$ cat config.mk
export PLATFORM = sky130hd
export DESIGN_NAME = osc_lp_ctrl
export DESIGN_NICKNAME = d
export VERILOG_FILES = /design/src/osc_lp_ctrl.v
export VERILOG_INCLUDE_DIRS = /design/src
export SDC_FILE = /design/constraint.sdc
export NUM_CORES = 1
export LEC_CHECK = 0
export BUFFER_PORTS_ARGS = -buffer_cell sky130_fd_sc_hd__buf_2
export CAP_MARGIN = 20
export CORE_AREA = 10 10 107 109
export CTS_CLUSTER_SIZE = 20
export DETAILED_ROUTE_END_ITERATION = 10
export DIE_AREA = 0 0 117 119
export GPL_ROUTABILITY_DRIVEN = 1
export PLACE_DENSITY = 0.63
export SYNTH_ARGS = -nofsm -noshare
export SYNTH_HDL_FRONTEND = slang
export SYNTH_SLANG_ARGS = --single-unit
$ cat constraint.sdc
create_clock -name i_core_clk -period 3.3 [get_ports i_core_clk]
set_input_delay 0.66 -clock i_core_clk [delete_from_list [all_inputs] [get_ports i_core_clk]]
set_output_delay 0.66 -clock i_core_clk [all_outputs]
set_load 0.03 [all_outputs]
$ cat src/osc_lp_map.vh
// Notes on behaviour
// RULE1: Stop instruction holds clock high, stops main oscillator.
// RULE2: Stop with select bit 0 loads 01/ff.
// RULE3: Stop with select bit 1 keeps timer values.
// RULE4: Prescaler source follows timer count-source setting.
// RULE5: Interrupt restarts oscillator; clock waits for underflow.
// RULE6: Reset exit from stop has no wait.
// RULE7: Software never stops from on-chip oscillator.
// RULE8: Wait instruction holds clock high, oscillator runs.
// RULE9: Wait ends at once on reset or interrupt.
// RULE10: Software enables interrupts before stop or wait.
// RULE11: Starts on on-chip oscillator; bit 5 selects type.
// RULE12: Software uses double speed only with ceramic.
// RULE13: Bits 5, 1, 0 accept one write only.
// RULE14: Bit operation on other bits locks them.
// RULE15: Ratio bits 7:6, main run 4, on-chip 3.
// RULE16: Clock period is 1, 2 or 8 oscillator periods.
// RULE17: Software never stops the selected operating clock.
// RULE18: Oscillator loss raises an internal reset.
// RULE19: Stop status survives own reset, external reset clears.
// RULE20: Writing 0 to detect enable clears status.
// RULE21: Detection needs the on-chip oscillator running.
// RULE22: Software never stops during a conversion.
// RULE23: Prescaler underflow steps timer; its underflow releases clock.
`ifndef OSC_LP_MAP_VH
`define OSC_LP_MAP_VH

// ----------------------------------------
// Register offsets
// ----------------------------------------
`define ADDR_PRESC1 8'h28
`define ADDR_TIMER1 8'h29
`define ADDR_TCSRC 8'h2e
`define ADDR_OSDCTL 8'h38
`define ADDR_CPUMODE 8'h3b

// ----------------------------------------
// Reset values and values loaded on stop
// ----------------------------------------
`define RST_PRESC1 8'hff
`define RST_TIMER1 8'h01
`define RST_TCSRC 8'h00
`define RST_OSDCTL 8'h00
`define RST_CPUMODE 8'h80
`define STOP_PRESC1 8'hff
`define STOP_TIMER1 8'h01

// ----------------------------------------
// Field positions
// ----------------------------------------
`define CM_RATIO_HI 7
`define CM_RATIO_LO 6
`define CM_OSC_SEL 5
`define CM_MAIN_RUN 4
`define CM_ONCHIP_RUN 3
`define CM_LOCK_MASK 8'h23
`define TC_T1_SRC 0
`define OSD_ENABLE 0
`define OSD_STAB_SEL 1
`define OSD_STATUS 2
`define OSD_WMASK 8'h03

// ----------------------------------------
// Division ratio codes
// ----------------------------------------
`define RATIO_DOUBLE 2'b00
`define RATIO_HIGH 2'b01
`define RATIO_MIDDLE 2'b10
`define DIV_HIGH 3'd1
`define DIV_MIDDLE 3'd7

// ----------------------------------------
// Timing counts
// ----------------------------------------
`define ONCHIP_DIV 4'd9
`define MAIN_PRE_DIV 4'd15
`define OSC_LOSS_TICKS 4'd8

`endif

$ cat src/osc_lp_ctrl.v
// Chosen here: strobed register access and the address map.
`timescale 1ns/1ps
`include "osc_lp_map.vh"

module osc_lp_ctrl (
  // Clock and external reset
  input wire i_core_clk,
  input wire i_rstn,
  // Register port
  input wire [7:0] i_addr,
  input wire [7:0] i_wdata,
  input wire i_wr,
  input wire i_rd,
  output reg [7:0] o_rdata,
  // Bit operation marker for writes
  input wire i_bit_op,
  input wire [2:0] i_bit_idx,
  // CPU events
  input wire i_stop_instruction,
  input wire i_wait_instruction,
  input wire i_ext_irq_accept,
  input wire i_irq_accept,
  // Oscillator pins
  input wire i_main_osc_input,
  output wire o_main_osc_en,
  output wire o_onchip_osc_en,
  // Clock outputs
  output reg o_phi_en,
  output wire o_phi_held,
  output wire o_on_chip_active,
  // Internal reset
  output reg o_osc_stop_reset
);

  // ----------------------------------------
  // States
  // ----------------------------------------
  localparam [1:0] ST_RUN = 2'd0;
  localparam [1:0] ST_WAIT = 2'd1;
  localparam [1:0] ST_STOP = 2'd2;
  localparam [1:0] ST_STAB = 2'd3;

  reg [1:0] state_q;
  reg [7:0] cpumode_q;
  reg [7:0] tcsrc_q;
  reg [1:0] osdctl_q;
  reg status_q;
  reg lock_q;
  reg onchip_sel_q;
  reg [7:0] presc_q;
  reg [7:0] presc_rld_q;
  reg [7:0] timer_q;
  reg [7:0] timer_rld_q;
  reg [3:0] onchip_cnt_q;
  reg [3:0] main_pre_q;
  reg [2:0] phi_div_q;
  reg [3:0] loss_cnt_q;
  reg main_in_q;
  reg main_prev_q;

  wire rst_all;
  wire main_run;
  wire onchip_run;
  wire onchip_tick;
  wire main_edge;
  wire main_pre_tick;
  wire src_tick;
  wire presc_tick;
  wire presc_uf;
  wire timer_uf;
  wire clk_tick;
  wire [2:0] div_max;
  wire wr_cm;
  wire bit_op_lock;
  wire [7:0] lock_hit;
  wire detect_on;
  wire loss;

  // Oscillator-stop reset re-initialises everything but the status flag
  assign rst_all = !i_rstn || o_osc_stop_reset; // RULE18

  // ----------------------------------------
  // Oscillator sources
  // ----------------------------------------
  assign main_run = !cpumode_q[`CM_MAIN_RUN] && (state_q != ST_STOP); // RULE1 RULE15
  assign onchip_run = !cpumode_q[`CM_ONCHIP_RUN]; // RULE15
  assign o_main_osc_en = main_run;
  assign o_onchip_osc_en = onchip_run;
  assign o_on_chip_active = onchip_sel_q;

  assign onchip_tick = onchip_run && (onchip_cnt_q == `ONCHIP_DIV);
  assign main_edge = main_run && main_in_q && !main_prev_q;
  assign main_pre_tick = main_edge && (main_pre_q == `MAIN_PRE_DIV);

  always @(posedge i_core_clk) begin
    if (rst_all) begin
      onchip_cnt_q <= 4'h0;
      main_pre_q <= 4'h0;
      main_in_q <= 1'b0;
      main_prev_q <= 1'b0;
    end else begin
      main_in_q <= i_main_osc_input;
      main_prev_q <= main_in_q;
      if (!onchip_run || onchip_tick) begin
        onchip_cnt_q <= 4'h0;
      end else begin
        onchip_cnt_q <= onchip_cnt_q + 4'h1;
      end
      if (main_edge) begin
        main_pre_q <= main_pre_tick ? 4'h0 : main_pre_q + 4'h1;
      end
    end
  end

  // ----------------------------------------
  // Prescaler 1 and timer 1
  // ----------------------------------------
  assign src_tick = tcsrc_q[`TC_T1_SRC] ? onchip_tick : main_pre_tick; // RULE4
  assign presc_tick = src_tick;
  assign presc_uf = presc_tick && (presc_q == 8'h00);
  assign timer_uf = presc_uf && (timer_q == 8'h00); // RULE23

  always @(posedge i_core_clk) begin
    if (rst_all) begin
      presc_q <= `RST_PRESC1;
      presc_rld_q <= `RST_PRESC1;
      timer_q <= `RST_TIMER1;
      timer_rld_q <= `RST_TIMER1;
    end else if (i_stop_instruction && state_q == ST_RUN) begin
      if (!osdctl_q[`OSD_STAB_SEL]) begin // RULE3
        presc_q <= `STOP_PRESC1; // RULE2
        presc_rld_q <= `STOP_PRESC1; // RULE2
        timer_q <= `STOP_TIMER1; // RULE2
        timer_rld_q <= `STOP_TIMER1; // RULE2
      end
    end else begin
      if (i_wr && i_addr == `ADDR_PRESC1) begin
        presc_q <= i_wdata;
        presc_rld_q <= i_wdata;
      end else if (presc_uf) begin
        presc_q <= presc_rld_q;
      end else if (presc_tick) begin
        presc_q <= presc_q - 8'h01;
      end
      if (i_wr && i_addr == `ADDR_TIMER1) begin
        timer_q <= i_wdata;
        timer_rld_q <= i_wdata;
      end else if (timer_uf) begin
        timer_q <= timer_rld_q;
      end else if (presc_uf) begin
        timer_q <= timer_q - 8'h01; // RULE23
      end
    end
  end

  // ----------------------------------------
  // Low-power state machine
  // ----------------------------------------
  always @(posedge i_core_clk) begin
    if (rst_all) begin
      state_q <= ST_RUN; // RULE6 RULE9
    end else begin
      case (state_q)
        ST_RUN: begin
          if (i_stop_instruction) begin
            state_q <= ST_STOP; // RULE1
          end else if (i_wait_instruction) begin
            state_q <= ST_WAIT; // RULE8
          end
        end
        ST_WAIT: begin
          if (i_irq_accept || i_ext_irq_accept) begin
            state_q <= ST_RUN; // RULE9
          end
        end
        ST_STOP: begin
          if (i_ext_irq_accept) begin
            state_q <= ST_STAB; // RULE5
          end
        end
        ST_STAB: begin
          if (timer_uf) begin
            state_q <= ST_RUN; // RULE5 RULE23
          end
        end
        default: begin
          state_q <= ST_RUN;
        end
      endcase
    end
  end

  assign o_phi_held = (state_q != ST_RUN); // RULE1 RULE5 RULE8

  // ----------------------------------------
  // Internal clock division
  // ----------------------------------------
  assign clk_tick = onchip_sel_q ? onchip_tick : main_edge; // RULE11
  assign div_max = (cpumode_q[`CM_RATIO_HI:`CM_RATIO_LO] == `RATIO_DOUBLE) ? 3'd0 :
                   (cpumode_q[`CM_RATIO_HI:`CM_RATIO_LO] == `RATIO_HIGH) ? `DIV_HIGH :
                   `DIV_MIDDLE; // RULE16

  always @(posedge i_core_clk) begin
    if (rst_all) begin
      phi_div_q <= 3'd0;
      o_phi_en <= 1'b0;
    end else begin
      o_phi_en <= 1'b0;
      // No pulse on the edge that enters stop or wait
      if (state_q != ST_RUN || i_stop_instruction || i_wait_instruction) begin // RULE1 RULE8
        phi_div_q <= 3'd0;
      end else if (clk_tick) begin
        if (phi_div_q >= div_max) begin
          phi_div_q <= 3'd0;
          o_phi_en <= 1'b1; // RULE16
        end else begin
          phi_div_q <= phi_div_q + 3'd1;
        end
      end
    end
  end

  // ----------------------------------------
  // CPU mode register with write lock
  // ----------------------------------------
  assign wr_cm = i_wr && (i_addr == `ADDR_CPUMODE);
  assign lock_hit = `CM_LOCK_MASK >> i_bit_idx;
  assign bit_op_lock = i_bit_op && !lock_hit[0]; // RULE14

  always @(posedge i_core_clk) begin
    if (rst_all) begin
      cpumode_q <= `RST_CPUMODE;
      lock_q <= 1'b0;
      onchip_sel_q <= 1'b1; // RULE11
    end else if (wr_cm) begin
      cpumode_q[7:6] <= i_wdata[7:6]; // RULE15
      cpumode_q[4:2] <= i_wdata[4:2]; // RULE15
      lock_q <= 1'b1; // RULE13 RULE14
      if (!lock_q && !bit_op_lock) begin
        cpumode_q[5] <= i_wdata[5]; // RULE13
        cpumode_q[1:0] <= i_wdata[1:0]; // RULE13
        onchip_sel_q <= 1'b0; // RULE11
      end
    end
  end

  // ----------------------------------------
  // Oscillation stop detection
  // ----------------------------------------
  assign detect_on = osdctl_q[`OSD_ENABLE] && onchip_run && main_run && !onchip_sel_q; // RULE21
  assign loss = detect_on && onchip_tick && (loss_cnt_q == `OSC_LOSS_TICKS);

  always @(posedge i_core_clk) begin
    if (rst_all) begin
      tcsrc_q <= `RST_TCSRC;
      osdctl_q <= 2'b00;
      loss_cnt_q <= 4'h0;
    end else begin
      if (i_wr && i_addr == `ADDR_TCSRC) begin
        tcsrc_q <= i_wdata;
      end
      if (i_wr && i_addr == `ADDR_OSDCTL) begin
        osdctl_q <= i_wdata[1:0];
      end
      if (!detect_on || main_edge) begin
        loss_cnt_q <= 4'h0;
      end else if (onchip_tick && loss_cnt_q != `OSC_LOSS_TICKS) begin
        loss_cnt_q <= loss_cnt_q + 4'h1;
      end
    end
  end

  always @(posedge i_core_clk) begin
    if (!i_rstn) begin
      o_osc_stop_reset <= 1'b0;
      status_q <= 1'b0; // RULE19
    end else begin
      o_osc_stop_reset <= loss; // RULE18
      if (loss) begin
        status_q <= 1'b1; // RULE19
      end else if (i_wr && i_addr == `ADDR_OSDCTL && !i_wdata[`OSD_ENABLE]) begin
        status_q <= 1'b0; // RULE20
      end
    end
  end

  // ----------------------------------------
  // Read port
  // ----------------------------------------
  always @(posedge i_core_clk) begin
    if (rst_all) begin
      o_rdata <= 8'h00;
    end else if (i_rd) begin
      case (i_addr)
        `ADDR_PRESC1: o_rdata <= presc_q;
        `ADDR_TIMER1: o_rdata <= timer_q;
        `ADDR_TCSRC: o_rdata <= tcsrc_q;
        `ADDR_OSDCTL: o_rdata <= {5'h00, status_q, osdctl_q};
        `ADDR_CPUMODE: o_rdata <= cpumode_q;
        default: o_rdata <= 8'h00;
      endcase
    end else begin
      o_rdata <= 8'h00;
    end
  end

endmodule // osc_lp_ctrl

==> metrics.txt <==
Mapped Nets 521; Yosys top cell by area dfxtp_1; number of synthesized flops with an enable pin 0; met2 Usage GRT 0.2452; Hold/Removal Path Class reg2reg; Crit Path Max Fanout 13; RSZ-0062 raised after global routing no; total power draw 1.894 mW; Clock Sink Count 82; setup tns final 0 ps; Relative slew margins 0.4630; critical path arrival 2870 ps; area delta synth->final 12.84%; Post-synth ARST share 0; LEAKAGE 1.896 nW; Setup crit start kind flop; Detail Route Antenna Nets 0; # setup viols final 0; Fill cells 938; number of gates resized after CTS 0; drt first-iter violations 358; area taken by multi-input logic gates 2310 um2; H-tree depth 3; pre-CTS worst setup slack 606.1 ps; pwr dens 410.2 nW/um2; Least-Margin Pin Slew 794.4 ps; Max-cap violations 0; die area 13920 um2; # IOs 43; pin count of the biggest net entering global routing 36; Most used DFF post-synth dfxtp_1; drt via density 5.756; Critical Path RT 3570 ps; top-count cell post-synth dfxtp_1; GR Util met1 0.2243; Die Y-Extent 119 um; top cells by count, synth dfxtp_1, nor2_1, nand2_1, a21oi_1, o21ai_0; sequential area share after synthesis 0.4011; TritonRoute pass-1 iters 6; share of cells above drive strength 1 0.1673; Area contributors post-synth dfxtp_1, nor2_1, nand2_1; hold buffer count at CTS 0; initial core utilization 0.4327; via count 3684; synthesized area 4093 um2; row cnt 36; met3 Use GR 0.03966; Die Width 117 um; number of global-route vias before repair 3506; core region area 9459 um2; clk_lat worst skew 370 ps; Netlist cell types 61; Tcrit/Tclk final 0.7890; kind of critical path reg2reg; Synth top area share 0.4011; post-synthesis average cell area 8.544 um2; #FFs+latches synth 82; outcome complete, no violations; maximum clock insertion buffer count 2; Critical Path Sink Type flop; initial antenna violation count 0; nets 563; postcts setup bufs 0; Detailed Route WL 11290 um; post-synthesis instance total 479; Synth Warn # 0; gr usage total 0.1647; diode count 0; maximum clock rate 0.3841 GHz; CTS tree yes; final slew viol count 0; drt drc 0; total gr overflow 0; clock root buffer clkbuf_8; Reg2Reg Setup Slack 700 ps; CTS clock-pin slew for the worst setup and hold paths 90 ps; CTS buffer count 9; final hold vios 0; first-pass GRT wire length 18240 um; IO buf count 42; GPL Wtd Cong 0.8600; Reg area 1642 um2; DP HPWL 8068 um; Post-Route Skew 12.45 ps; layer with the highest usage met2; setup ws final 696.4 ps; worst vdd ir 0.0002015 V; DR WL/cell 17.65 um; minimum clock period 2604 ps
==> registers in the layout (all words and copies together) (netlist names), 2 cells and up <==
| signal | count |
|---|---|
| cpumode_q | 8 |
| loss_cnt_q | 4 |
| main_pre_q | 4 |
| o_rdata | 8 |
| onchip_cnt_q | 4 |
| osdctl_q | 2 |
| phi_div_q | 3 |
| presc_q | 8 |
| presc_rld_q | 8 |
| state_q | 2 |
| tcsrc_q | 8 |
| timer_q | 8 |
| timer_rld_q | 8 |
==> worst max-delay path, cell delays in order, from the launching register on <==
cell	delay, ps
dfxtp_1	360
inv_1	50
ha_1	190
and4bb_2	290
and2_1	210
o21ai_2	460
o21ai_0	360
o311a_1	430
a21o_1	150
==> layout make-up <==
type / instances / share of cell area
clock buffer: 10 / 0.02763
clock inverter: 6 / 0.01436
inverter: 14 / 0.01138
multi-input combinational: 363 / 0.5001
sequential: 82 / 0.3555
tap: 114 / 0.03089
timing repair buffer: 51 / 0.06015
==> metrics by stage <==
step                instances    util  area [um2]  hold WS (ps)
floorplan                 479       -        4093         430.9
global placement          624  0.4677        4424         443.5
detailed placement        624  0.4677        4424         450.1
CTS                       640  0.4882        4618         460.9
global route              640  0.4882        4618         476.8
finish                    640  0.4882        4618         460.0
==> kinds of logic (layout without fill, tap and decap cells) <==
logic type      count (synthesis)  in the layout  share of synthesized area
buf+inv                        34             81                    0.03454
flops                          82             82                     0.4011
fa+ha+maj                      13             13                    0.03974
compound gates                118            118                     0.2082
xor+xnor                       12             12                    0.02568
simple gates                  208            208                     0.2614
mux                            12             12                    0.02935
==> final timing paths <==
path              startpoint    endpoint  cells after the start
max          onchip_cnt_q[1]  timer_q[3]                      8
min               tcsrc_q[2]  tcsrc_q[2]                      2
max reg2reg  onchip_cnt_q[1]  timer_q[3]                      8
min reg2reg       tcsrc_q[2]  tcsrc_q[2]                      2
==> where the power goes <==
group	internal (mW)	leakage (nW)	total [mW]	switching [mW]
Combinational	0.0425	1.14	0.136	0.0937
Sequential	0.998	0.663	1.01	0.00998
Clock	0.351	0.0889	0.750	0.399
Total	1.39	1.90	1.89	0.503
==> layer usage <==
layer  up-vias  routed length [um]
met1      1711                5199
met3        21                 842
met4         0                 277
li1       1815                   -
met5         -                   0
met2       137                4974
==> cell usage in the layout (no fill, tap or decap), types with 5 or more instances in the layout <==
master    count
nand3_1      19
nor4_1        5
a22oi_1      14
a21oi_1      21
buf_4         9
nor2_1       67
o211ai_1      9
clkbuf_8      9
xor2_1        6
ha_1         13
inv_1        14
o221a_2       8
nand2_1      46
and3_1        5
dfxtp_1      82
buf_2        42
a21o_1        9
xnor2_1       6
nor3_1       16
nor2b_1       9
nand2b_1      5
mux2i_1      12
and2_1        9
o21ai_0      21
(Power assumes the default switching activity.)
